$ cat src/hdl/icms_map.svh
// register offsets, field positions, reset values and counts of the
// capture mode block; included by the time base, the top level and the bench
// Operation
// - code 000 keeps capture disabled
// - code 001 captures every edge
// - code 010 captures falling edges only
// - code 011 captures rising edges only
// - code 100 captures every fourth rise
// - code 101 captures every sixteenth rise
// - code 110 chosen edge first, then all
// - code 111 interrupt only, low power
`ifndef ICMS_MAP_SVH
`define ICMS_MAP_SVH
`define ICMS_OFF_CTRL 8'h00
`define ICMS_OFF_STAT 8'h04
`define ICMS_OFF_MASK 8'h08
`define ICMS_OFF_CAPT 8'h0c
`define ICMS_OFF_TIME 8'h10
`define ICMS_CTRL_MODE_LSB 0
`define ICMS_CTRL_MODE_MSB 2
`define ICMS_CTRL_FIRST_BIT 3
`define ICMS_CTRL_RST 3'h0
`define ICMS_FIRST_RST 1'h0
`define ICMS_STAT_CAP_BIT 0
`define ICMS_STAT_OVF_BIT 1
`define ICMS_STAT_INT_BIT 2
`define ICMS_STAT_W 3
`define ICMS_STAT_RST 3'h0
`define ICMS_MASK_RST 3'h0
`define ICMS_DIV4_LAST 4'h3
`define ICMS_DIV16_LAST 4'hf
`define ICMS_PRE_RST 4'h0
`define ICMS_TB_DIV_DEF 1
`define ICMS_TB_W_DEF 16
`endif

$ cat src/hdl/icms_pkg.sv
// types shared by the capture mode block
// assumes the map header supplies all numeric constants except the mode codes, which are set here
package icms_pkg;

  typedef enum logic [2:0] {
    ICMS_OFF     = 3'b000,
    ICMS_EDGE    = 3'b001,
    ICMS_FALL    = 3'b010,
    ICMS_RISE    = 3'b011,
    ICMS_DIV4    = 3'b100,
    ICMS_DIV16   = 3'b101,
    ICMS_FIRST   = 3'b110,
    ICMS_INTONLY = 3'b111
  } icms_mode_t;

  typedef struct packed {
    logic [7:0] addr;
    logic [31:0] wdata;
    logic wr;
    logic rd;
  } icms_req_t;

  typedef struct packed {
    logic rise;
    logic fall;
    logic level;
  } icms_edge_t;

endpackage : icms_pkg

$ cat src/hdl/icms_edge_sync.sv
// three-stage pin synchroniser with edge qualification
// assumes pin_in is asynchronous to clk_in
`timescale 1ns/10ps
`default_nettype none
module icms_edge_sync
  import icms_pkg::*;
(
  // clock and reset
  input wire logic clk_in,
  input wire logic rst_in,
  // raw pin
  input wire logic pin_in,
  // qualified edges, one-cycle pulses
  output var icms_edge_t edge_out
);

  logic s1_r;
  logic s2_r;
  logic s3_r;
  logic primed_r;

  always_ff @(posedge clk_in or posedge rst_in) begin
    if (rst_in) begin
      s1_r <= 1'h0;
      s2_r <= 1'h0;
      s3_r <= 1'h0;
    end else begin
      s1_r <= pin_in;
      s2_r <= s1_r;
      s3_r <= s2_r;
    end
  end

  // first agreement after reset only loads the level, but it is taken on the reset zeros of
  // the stages, so a pin that already sits high at reset still gives a rising edge
  always_ff @(posedge clk_in or posedge rst_in) begin
    if (rst_in) begin
      primed_r <= 1'h0;
      edge_out <= '0;
    end else begin
      edge_out.rise <= 1'h0;
      edge_out.fall <= 1'h0;
      if (s2_r == s3_r) begin
        primed_r <= 1'h1;
        edge_out.level <= s3_r;
        if (primed_r && s3_r != edge_out.level) begin
          edge_out.rise <= s3_r;
          edge_out.fall <= ~s3_r;
        end
      end
    end
  end

endmodule : icms_edge_sync
`default_nettype wire

$ cat src/hdl/icms_timebase.sv
// free-running time base stamped into captures
// assumes a single clock; slower rates come from an enable divider
`timescale 1ns/10ps
`default_nettype none
`include "icms_map.svh"
module icms_timebase #(
  parameter int TB_W = `ICMS_TB_W_DEF,
  parameter int TB_DIV = `ICMS_TB_DIV_DEF
) (
  // clock and reset
  input wire logic clk_in,
  input wire logic rst_in,
  // control
  input wire logic run_in,
  // count
  output logic [TB_W-1:0] count_out
);

  localparam int DW = (TB_DIV > 1) ? $clog2(TB_DIV) : 1;
  localparam logic [DW-1:0] DLAST = DW'(TB_DIV - 1);

  logic [DW-1:0] div_r;
  logic tick_r;

  always_ff @(posedge clk_in or posedge rst_in) begin
    if (rst_in) begin
      div_r <= '0;
      tick_r <= 1'h0;
    end else begin
      tick_r <= run_in && div_r == DLAST;
      div_r <= (!run_in || div_r == DLAST) ? '0 : div_r + DW'(1);
    end
  end

  // stopped time base holds its value so software can read it
  always_ff @(posedge clk_in or posedge rst_in) begin
    if (rst_in) begin
      count_out <= '0;
    end else if (tick_r) begin
      count_out <= count_out + TB_W'(1);
    end
  end

endmodule : icms_timebase
`default_nettype wire

$ cat src/hdl/icms_top.sv
// capture mode selection, capture register and interrupt logic
// assumes one 20 MHz clock, a plain register port and a pin input
// that is asynchronous to the clock
//
// The plain strobed port and the register addresses were left to the implementer.
`timescale 1ns/10ps
`default_nettype none
`include "icms_map.svh"
module icms_top
  import icms_pkg::*;
#(
  parameter int TB_W = `ICMS_TB_W_DEF,
  parameter int TB_DIV = `ICMS_TB_DIV_DEF
) (
  // clock and reset
  input wire logic clk_in,
  input wire logic rst_in,
  // register port
  input wire icms_req_t bus_req_in,
  output logic [31:0] rdata_out,
  // capture pin and power state
  input wire logic cap_pin_in,
  input wire logic low_power_in,
  // events and interrupt
  output logic cap_evt_out,
  output logic io_evt_out,
  output logic irq_out
);

  icms_mode_t mode_r;
  logic first_rise_r;
  logic [3:0] pre_cnt_r;
  logic armed_r;
  logic [TB_W-1:0] capt_r;
  logic [`ICMS_STAT_W-1:0] stat_r;
  logic [`ICMS_STAT_W-1:0] stat_nxt;
  logic [`ICMS_STAT_W-1:0] mask_r;
  logic [`ICMS_STAT_W-1:0] mask_nxt;
  logic [`ICMS_STAT_W-1:0] set_w;
  logic [`ICMS_STAT_W-1:0] clr_w;
  logic [TB_W-1:0] tb_w;
  icms_edge_t edg_w;
  logic any_w;
  logic cap_w;
  logic io_w;
  logic ctrl_wr_w;
  logic stat_wr_w;
  logic mask_wr_w;
  logic capt_rd_w;

  icms_edge_sync u_sync (
    .clk_in(clk_in),
    .rst_in(rst_in),
    .pin_in(cap_pin_in),
    .edge_out(edg_w)
  );

  // time base runs whenever capture is enabled
  icms_timebase #(
    .TB_W(TB_W),
    .TB_DIV(TB_DIV)
  ) u_tb (
    .clk_in(clk_in),
    .rst_in(rst_in),
    .run_in(mode_r != ICMS_OFF),
    .count_out(tb_w)
  );

  assign any_w = edg_w.rise | edg_w.fall;
  assign ctrl_wr_w = bus_req_in.wr && bus_req_in.addr == `ICMS_OFF_CTRL;
  assign stat_wr_w = bus_req_in.wr && bus_req_in.addr == `ICMS_OFF_STAT;
  assign mask_wr_w = bus_req_in.wr && bus_req_in.addr == `ICMS_OFF_MASK;
  assign capt_rd_w = bus_req_in.rd && bus_req_in.addr == `ICMS_OFF_CAPT;

  // control register; any write restarts prescaler and first-edge wait
  always_ff @(posedge clk_in or posedge rst_in) begin
    if (rst_in) begin
      mode_r <= icms_mode_t'(`ICMS_CTRL_RST);
      first_rise_r <= `ICMS_FIRST_RST;
    end else if (ctrl_wr_w) begin
      mode_r <= icms_mode_t'(bus_req_in.wdata[`ICMS_CTRL_MODE_MSB:
                                              `ICMS_CTRL_MODE_LSB]);
      first_rise_r <= bus_req_in.wdata[`ICMS_CTRL_FIRST_BIT];
    end
  end

  // qualifying event per mode
  always_comb begin
    cap_w = 1'h0;
    io_w = 1'h0;
    unique case (mode_r)
      ICMS_OFF: cap_w = 1'h0;
      ICMS_EDGE: cap_w = any_w;
      ICMS_FALL: cap_w = edg_w.fall;
      ICMS_RISE: cap_w = edg_w.rise;
      ICMS_DIV4: cap_w = edg_w.rise && pre_cnt_r == `ICMS_DIV4_LAST;
      ICMS_DIV16: cap_w = edg_w.rise && pre_cnt_r == `ICMS_DIV16_LAST;
      ICMS_FIRST: begin
        if (armed_r) begin
          cap_w = any_w;
        end else begin
          cap_w = first_rise_r ? edg_w.rise : edg_w.fall;
        end
      end
      // flag only, and only in a low-power state
      ICMS_INTONLY: io_w = low_power_in & any_w;
    endcase
  end

  always_ff @(posedge clk_in or posedge rst_in) begin
    if (rst_in) begin
      pre_cnt_r <= `ICMS_PRE_RST;
    end else if (ctrl_wr_w) begin
      pre_cnt_r <= `ICMS_PRE_RST;
    end else if (edg_w.rise &&
                 (mode_r == ICMS_DIV4 || mode_r == ICMS_DIV16)) begin
      pre_cnt_r <= cap_w ? `ICMS_PRE_RST : pre_cnt_r + 4'h1;
    end
  end

  // arm after the chosen first edge
  always_ff @(posedge clk_in or posedge rst_in) begin
    if (rst_in) begin
      armed_r <= 1'h0;
    end else if (ctrl_wr_w) begin
      armed_r <= 1'h0;
    end else if (mode_r == ICMS_FIRST && cap_w) begin
      armed_r <= 1'h1;
    end
  end

  // stamp the time base; a single slot, older value is lost
  always_ff @(posedge clk_in or posedge rst_in) begin
    if (rst_in) begin
      capt_r <= '0;
    end else if (cap_w) begin
      capt_r <= tb_w;
    end
  end

  // flag software; overflow when an unread capture is overwritten
  always_comb begin
    set_w = '0;
    set_w[`ICMS_STAT_CAP_BIT] = cap_w;
    set_w[`ICMS_STAT_OVF_BIT] = cap_w & stat_r[`ICMS_STAT_CAP_BIT];
    set_w[`ICMS_STAT_INT_BIT] = io_w;
    clr_w = stat_wr_w ? bus_req_in.wdata[`ICMS_STAT_W-1:0] : '0;
    clr_w[`ICMS_STAT_CAP_BIT] = clr_w[`ICMS_STAT_CAP_BIT] | capt_rd_w;
  end

  // set beats clear so an event landing with the clear is kept
  genvar gi;
  generate
    for (gi = 0; gi < `ICMS_STAT_W; gi = gi + 1) begin : g_stat
      assign stat_nxt[gi] = set_w[gi] | (stat_r[gi] & ~clr_w[gi]);
      assign mask_nxt[gi] = mask_wr_w ? bus_req_in.wdata[gi] : mask_r[gi];
      always_ff @(posedge clk_in or posedge rst_in) begin
        if (rst_in) begin
          stat_r[gi] <= 1'h0;
          mask_r[gi] <= 1'h0;
        end else begin
          stat_r[gi] <= stat_nxt[gi];
          mask_r[gi] <= mask_nxt[gi];
        end
      end
    end
  endgenerate

  // level interrupt follows the next status and mask together
  always_ff @(posedge clk_in or posedge rst_in) begin
    if (rst_in) begin
      irq_out <= 1'h0;
    end else begin
      irq_out <= |(stat_nxt & mask_nxt);
    end
  end

  // event pulses for neighbouring logic
  always_ff @(posedge clk_in or posedge rst_in) begin
    if (rst_in) begin
      cap_evt_out <= 1'h0;
      io_evt_out <= 1'h0;
    end else begin
      cap_evt_out <= cap_w;
      io_evt_out <= io_w;
    end
  end

  // read data stand for one cycle only; unmapped reads return zero
  always_ff @(posedge clk_in or posedge rst_in) begin
    if (rst_in) begin
      rdata_out <= 32'h0;
    end else begin
      rdata_out <= 32'h0;
      if (bus_req_in.rd) begin
        unique case (bus_req_in.addr)
          `ICMS_OFF_CTRL: begin
            rdata_out[`ICMS_CTRL_MODE_MSB:`ICMS_CTRL_MODE_LSB] <= mode_r;
            rdata_out[`ICMS_CTRL_FIRST_BIT] <= first_rise_r;
          end
          `ICMS_OFF_STAT: rdata_out[`ICMS_STAT_W-1:0] <= stat_r;
          `ICMS_OFF_MASK: rdata_out[`ICMS_STAT_W-1:0] <= mask_r;
          `ICMS_OFF_CAPT: rdata_out[TB_W-1:0] <= capt_r;
          `ICMS_OFF_TIME: rdata_out[TB_W-1:0] <= tb_w;
          default: rdata_out <= 32'h0;
        endcase
      end
    end
  end

  // assertion helpers: the request seen at the previous edge
  logic prev_rd_r;
  logic [7:0] prev_addr_r;
  logic [`ICMS_STAT_W-1:0] prev_wdata_r;

  always_ff @(posedge clk_in or posedge rst_in) begin
    if (rst_in) begin
      prev_rd_r <= 1'h0;
      prev_addr_r <= 8'h0;
      prev_wdata_r <= '0;
    end else begin
      prev_rd_r <= bus_req_in.rd;
      prev_addr_r <= bus_req_in.addr;
      prev_wdata_r <= bus_req_in.wdata[`ICMS_STAT_W-1:0];
    end
  end
endmodule : icms_top
`default_nettype wire

$ cat config.mk
export PLATFORM = sky130hd
export DESIGN_NAME = icms_top
export DESIGN_NICKNAME = d
export VERILOG_FILES = /design/src/hdl/icms_pkg.sv /design/src/hdl/icms_edge_sync.sv /design/src/hdl/icms_timebase.sv /design/src/hdl/icms_top.sv
export VERILOG_INCLUDE_DIRS = /design/src /design/src/hdl
export SDC_FILE = /design/constraint.sdc
export NUM_CORES = 1
export LEC_CHECK = 0
export ABC_AREA = 1
export BUFFER_PORTS_ARGS = -buffer_cell sky130_fd_sc_hd__clkbuf_2
export CORE_UTILIZATION = 54
export DETAILED_ROUTE_END_ITERATION = 8
export PLACE_DENSITY = 0.8
export SKIP_CTS_REPAIR_TIMING = 1
export SYNTH_ARGS = -nofsm -noshare
export SYNTH_HDL_FRONTEND = slang
export SYNTH_SLANG_ARGS = --single-unit
$ cat constraint.sdc
create_clock -name clk_in -period 2.9 [get_ports clk_in]
set_input_delay 0.29 -clock clk_in [delete_from_list [all_inputs] [get_ports clk_in]]
set_output_delay 0.29 -clock clk_in [all_outputs]
set_load 0.01 [all_outputs]
# Yosys cells after proc, flatten, opt, wreduce, memory -nomap -nowiden

Cells that the tools add are included.

Register bits: 91

$add $sub $neg: 3
Mux-type cells: 20
Equality and inequality tests: 15
Reduce and logical (&&, ||, !) cells: 18
Bitwise gates (word level): 16

Operator list:

| operator                                                              | number |
|---|---|
| 12-bit case mux with 2 select lines                                   | 1 |
| 16-bit by 1-bit adder with 16-bit output, second input constant       | 1 |
| 8-bit by 4-bit equality test with 1-bit output, second input constant | 2 |
| 16-bit two-way mux                                                    | 1 |
| 3-bit case mux with 5 select lines                                    | 1 |
| 3-bit equality test, second input constant                            | 4 |
| 4-bit two-way mux                                                     | 3 |
| 1-bit logical AND                                                     | 10 |
| 1-bit two-way mux                                                     | 9 |
| 8-bit by 3-bit equality test with 1-bit output, second input constant | 1 |
| 8-bit by 5-bit equality test with 1-bit output, second input constant | 1 |
| 8-bit zero test                                                       | 1 |
| 3-bit by 2-bit equality test with 1-bit output, second input constant | 2 |
| 3-bit two-way mux                                                     | 2 |
| 1-bit case mux with 6 select lines                                    | 1 |
| 1-bit AND                                                             | 5 |
| 1-bit NOT                                                             | 5 |
| 1-bit OR                                                              | 5 |
| 4-bit by 1-bit adder with 4-bit output, second input constant         | 1 |
| 4-bit by 2-bit equality test with 1-bit output, second input constant | 1 |
| 4-bit equality test, second input constant                            | 1 |
| 2-bit nonzero test                                                    | 2 |
| 3-bit AND                                                             | 1 |
| 3-bit by 1-bit equality test with 1-bit output, second input constant | 1 |
| 9 further kinds                                                       | 10 |

# Depth between registers and ports, before layout

Word-level depth: 9
Depth in mapped cells: 12
Depth with buffers taken out: 12

# Modules after synthesis

From an unflattened synthesis, not the netlist that was laid out.

Cell total of the unflattened synthesis: 417
Area total of the unflattened synthesis: 3664.8 um2

Modules (own cells, without submodules):

| module         | times used | cells each | area an instance (um2) |
|---|---|---|---|
| icms_top       | 1          | 294        | 2557.5 |
| icms_timebase  | 1          | 102        | 874.6 |
| icms_edge_sync | 1          | 21         | 232.7 |

# Worst setup path before layout

Ideal clock, no wire load.

Path type: reg-to-reg
Start point: reg u_tb.count_out[0]
End point: reg u_tb.count_out[14]
Path buffers: 0
Stages on the path, launching flop included: 11
Required time: 2.784 ns
Path slack: 1.548 ns
Setup time: 0.116 ns
Data arrival time: 1.235 ns
Cell sequence: dfrtp_1 > ha_1 > nand2_1 > inv_1 > nand3_1 > nor2_2 > nand2_2 > nor2_2 > nand2_1 > nand2_1 > nand2_1

Longest elaborated chain between the ends: 1

RTL lines:

| element                                  | line                | source |
|---|---|---|
| start, declared                          | icms_timebase.sv:16 | `output logic [TB_W-1:0] count_out` |
| start signal, assigned                   | icms_timebase.sv:40 | `count_out <= count_out + TB_W'(1);` |
| 16-bit by 1-bit adder with 16-bit output | icms_timebase.sv:40 |  |

No other way between the ends.
A chain may end at the register's enable or synchronous reset.

# Final worst setup path

Start point: reg mode_r[0]
End point: reg pre_cnt_r[0]

Longest elaborated chain between the ends: 5

RTL lines:

| element                                     | line            | source |
|---|---|---|
| start, declared                             | icms_top.sv:30  | `icms_mode_t mode_r;` |
| start signal, assigned                      | icms_top.sv:78  | `` mode_r <= icms_mode_t'(`ICMS_CTRL_RST); `` |
| start signal, assigned                      | icms_top.sv:81  | `` mode_r <= icms_mode_t'(bus_req_in.wdata[`ICMS_CTRL_MODE_MSB: `` |
| 3-bit equality test (tied with other cells) | icms_top.sv:91  | `unique case (mode_r)` |
| 1-bit case mux with 6 select lines          | icms_top.sv:91  |  |
| 4-bit two-way mux                           | icms_top.sv:117 | `` pre_cnt_r <= cap_w ? `ICMS_PRE_RST : pre_cnt_r + 4'h1; `` |
| 4-bit two-way mux                           | icms_top.sv:115 | `end else if (edg_w.rise &&` |
| 4-bit two-way mux                           | icms_top.sv:113 | `end else if (ctrl_wr_w) begin` |
| end signal, assigned                        | icms_top.sv:112 | `` pre_cnt_r <= `ICMS_PRE_RST; `` |
| end signal, assigned                        | icms_top.sv:114 | `` pre_cnt_r <= `ICMS_PRE_RST; `` |
| end signal, assigned                        | icms_top.sv:117 |  |
| end, declared                               | icms_top.sv:32  | `logic [3:0] pre_cnt_r;` |

Several ways; a longest one is shown, not always the timed one. The select of a mux whose other input is x is not followed.

==> results.md <==
- The post-synthesis cell count is 396.
- The clock slew at the register clock pins of the worst setup and hold paths is 0.08 ns.
- Hold timing on the final database bottoms out at a slack of -0.0329 ns.
- The floorplan has 28 rows.
- The wire-length estimate of the detail-placed layout is 4470 um.
- The share of the yosys chip area belonging to registers is 53.9%.
- Synthesis instantiated 30 different standard cells from the library.
- The power density over cell area is 614 nW/um^2.
- In this run the mean area of a mapped cell was 8.79 um^2.
- The highest clock frequency the design can meet is 0.526 GHz.
- Setup repair after global routing left no endpoint under its margin.
- The first element of the critical path is mode_r[0].
- The type of the worst setup path is reg -> reg.
- The flow ran to the end, but the final reports show violations.
- The data arrival at the endpoint of the critical path is 2.17 ns.
- Setup violations remaining at the end of the flow were counted as 0.
- The final number of max-transition violations came to 0.
- Along the worst path, the maximum fanout reaches 21.
- The maximum clock path buffer count is 2.
- The hold violation total from the final report is 16.
- The critical path startpoint category is a register.
- The number of cells on the worst reg-to-reg path is 9.
- The number of warnings issued by yosys is 0.
- The endpoint identified for the worst register-to-register timing path is pre_cnt_r[0].
- The detailed-routing iteration count for the pre-antenna-repair pass is 4.
- Clock tree synthesis found a total of 75 sinks.
- The relative max-transition margin is 63.4%.
- Wires add up to 6430 um.
- For this run, the total global-route usage over all layers was measured as 20.7%.
- After detailed routing, the number of vias per cell comes to 5.11.
- Total power for the finished layout comes to 2.37 mW.
- The count of buffers inserted at the top-level ports is 36.
- The congestion estimate from routability-driven global placement came to 0.811.
- After routing, the total negative slack on setup checks comes to 0 ns.
- The post-placement worst setup slack is 1.01 ns.
- From bottom edge to top edge, the die measures 82.3 um.
- The global-route wire length before repair is 10300 um.
- At the worst endpoint, the required time is 3.17 ns.
- The core box area is 6060 um^2.
- The critical path endpoint category is a register.
- The final net count is 485.
- The violation count after the first detailed-route iteration is 214.
- Across all setup checks in the final design, the least slack found is 0.999 ns.
- Across the run, the number of max-cap violations was 0.
- The remaining antenna violation count after routing is 0.
- The smallest clock period supported by the final layout is computed as 1.90 ns.
- The repair_antennas step left the layout with diodes totalling 0.
- Leaving out filler cells and counting taps, the final layout contains 517.
- The die extent in x is 82.3 um.
- The synthesized netlist occupies a cell area of 3480 um^2.
- For the pin with the worst max-slew slack, the measured transition is 0.547 ns.
- The starting density of the core is 57.4%.
- The via count of the first global-routing pass came to 2420.
- The checks that failed: hold timing.
- Clock skew on the completed layout was measured at 0.0121 ns.
- The number of placed instances, taps included, is 501.
- Cells with a size suffix above 1 make up 17.2% of the layout.
- The number of clock buffers added by TritonCTS is 9.
- The floorplan die area is 6770 um^2.
- The number of antenna violations at the first check in global routing is 0.
- The total via count after detailed routing is 2641.
- The library cell used as clock root buffer is sky130_fd_sc_hd__clkbuf_8.
- The leakage power total is 2.09 nW.
- The post-synthesis sequential element count is 75.
- The number of design rule violations left after detail routing is 0.
- Entering global routing, the biggest net connects 76 pins.
- The clock tree from TritonCTS is built.
- The total grt overflow is 0.
- The final critical-path share of the clock period is 65.6%.
- From synthesis to final layout, the design area changed by 11.1%.
- The worst-case IR drop observed on VDD is 0.396 mV.
- The kind of path behind the tightest hold check is in -> async.
- The worst register-to-register path begins at mode_r[0].
- The CTS H-tree depth is 3.
- The setup check on the worst reg-to-reg path leaves a slack of 1.0 ns.
- In this run the count of I/O pins placed on the die edge is 81.
- The insertion delay to the later sink of the worst-skew pair is 0.35 ns.
- After detailed routing, the average wire length per cell comes to 12.4 um.
==> flip-flops by register name, indices dropped and copies added, names as in the netlist, 3 cells and up <==
name and cells:
rdata_out 16, u_sync.edge_out 3, capt_r 16, mode_r 3, mask_r 3, u_tb.count_out 16, pre_cnt_r 4, stat_r 3
==> power by group <==
group	switching [mW]	internal (mW)	total (mW)	leakage, nW
clock	0.388	0.426	0.814	0.104
combinational	0.202	0.110	0.313	1.00
sequential	0.0911	1.16	1.25	0.982
total	0.682	1.69	2.37	2.09
==> synthesized netlist by cell type <==
| master | n | area [um^2] |
|---|---|---|
| sky130_fd_sc_hd__a21oi_1 | 13 | 65.1 |
| sky130_fd_sc_hd__a31oi_1 | 1 | 6.26 |
| sky130_fd_sc_hd__buf_2 | 3 | 15.0 |
| sky130_fd_sc_hd__buf_4 | 19 | 143 |
| sky130_fd_sc_hd__buf_6 | 2 | 22.5 |
| sky130_fd_sc_hd__clkbuf_1 | 1 | 3.75 |
| sky130_fd_sc_hd__conb_1 | 1 | 3.75 |
| sky130_fd_sc_hd__dfrtp_1 | 75 | 1880 |
| sky130_fd_sc_hd__ha_1 | 2 | 25.0 |
| sky130_fd_sc_hd__inv_1 | 46 | 173 |
| sky130_fd_sc_hd__inv_2 | 3 | 11.3 |
| sky130_fd_sc_hd__mux2i_1 | 1 | 10.0 |
| sky130_fd_sc_hd__nand2_1 | 115 | 432 |
| sky130_fd_sc_hd__nand2_2 | 3 | 18.8 |
| sky130_fd_sc_hd__nand3_1 | 26 | 130 |
| sky130_fd_sc_hd__nand3_2 | 1 | 10.0 |
| sky130_fd_sc_hd__nand4_1 | 4 | 25.0 |
| sky130_fd_sc_hd__nor2_1 | 15 | 56.3 |
| sky130_fd_sc_hd__nor2_2 | 6 | 37.5 |
| sky130_fd_sc_hd__nor2_4 | 2 | 22.5 |
| sky130_fd_sc_hd__nor3_1 | 7 | 35.0 |
| sky130_fd_sc_hd__nor3_2 | 3 | 30.0 |
| sky130_fd_sc_hd__nor3_4 | 2 | 32.5 |
| sky130_fd_sc_hd__o211ai_1 | 1 | 7.51 |
| sky130_fd_sc_hd__o21ai_0 | 11 | 55.1 |
| sky130_fd_sc_hd__o21ai_1 | 13 | 65.1 |
| sky130_fd_sc_hd__o21ai_2 | 1 | 8.76 |
| sky130_fd_sc_hd__o31ai_1 | 6 | 45.0 |
| sky130_fd_sc_hd__xnor2_1 | 1 | 8.76 |
| sky130_fd_sc_hd__xor2_1 | 12 | 105 |
==> worst max-delay path, cell delays in order (launching register included) <==
cell and delay (ns):
sky130_fd_sc_hd__dfrtp_1 0.49, sky130_fd_sc_hd__inv_2 0.09, sky130_fd_sc_hd__nand3_1 0.08, sky130_fd_sc_hd__nand2_1 0.06, sky130_fd_sc_hd__nand2_1 0.07, sky130_fd_sc_hd__nand3_2 0.10
sky130_fd_sc_hd__nor2_4 0.40, sky130_fd_sc_hd__buf_4 0.29, sky130_fd_sc_hd__nand2_1 0.11, sky130_fd_sc_hd__mux2i_1 0.14
==> through the flow <==
step | cell area [um^2] | utilization (%)
floorplan | 3540 | -
global placement | 3660 | 60.5
detailed placement | 3660 | 60.5
CTS | 3870 | 63.8
global route | 3870 | 63.8
finish | 3870 | 63.8
==> kinds of logic after synthesis <==
logic type | Yosys count | share of synthesized area, %
mux | 1 | 0.288
fa+ha+maj | 2 | 0.719
other cells | 1 | 0.108
xor+xnor | 13 | 3.27
compound gates | 46 | 7.26
buf+inv | 74 | 10.6
flops | 75 | 53.9
simple gates | 184 | 23.8
==> routing by layer <==
| metal | up-vias | track usage [%] | wire length, um |
|---|---|---|---|
| met3 | 17 | 4.07 | 347 |
| met5 | - | 0 | 0 |
| met4 | 0 | 11.6 | 159 |
| li1 | 1297 | - | - |
| met1 | 1244 | 25.0 | 2870 |
| met2 | 83 | 34.7 | 3050 |
==> worst max-delay path by stage <==
stage	endpoint	cells past startpoint
6_report	pre_cnt_r[0]	9
5_1_grt	pre_cnt_r[0]	10
4_1_cts	pre_cnt_r[0]	9
3_5_place_dp	rdata_out[7]	8
3_3_place_gp	rdata_out[7]	8
2_1_floorplan	armed_r	1
==> cell type report <==
class,instances,area (um^2)
fill,512,2190
timing repair buffer,39,215
tap,75,93.8
multi-input combinational,263,1290
clock buffer,11,141
sequential,75,1880
clock inverter,5,61.3
inverter,49,184
==> layout by cell type, fill, tap and decap left out, types with 2 or more instances in the layout <==
master	count
sky130_fd_sc_hd__nor2_4	2
sky130_fd_sc_hd__dfrtp_1	75
sky130_fd_sc_hd__nand4_1	4
sky130_fd_sc_hd__nand3_1	26
sky130_fd_sc_hd__buf_4	2
sky130_fd_sc_hd__ha_1	2
sky130_fd_sc_hd__nand2_1	115
sky130_fd_sc_hd__o21ai_1	13
sky130_fd_sc_hd__nor2_2	6
sky130_fd_sc_hd__nor3_1	7
sky130_fd_sc_hd__nor3_2	3
sky130_fd_sc_hd__a21oi_1	13
sky130_fd_sc_hd__inv_2	4
sky130_fd_sc_hd__conb_1	17
sky130_fd_sc_hd__nand2_2	3
sky130_fd_sc_hd__clkbuf_2	36
sky130_fd_sc_hd__clkinv_4	2
sky130_fd_sc_hd__nor2_1	15
sky130_fd_sc_hd__nor3_4	2
sky130_fd_sc_hd__clkbuf_8	10
sky130_fd_sc_hd__o21ai_0	11
sky130_fd_sc_hd__xor2_1	12
sky130_fd_sc_hd__o31ai_1	6
sky130_fd_sc_hd__inv_1	45
Note: power is estimated with default switching activity, not from simulation.
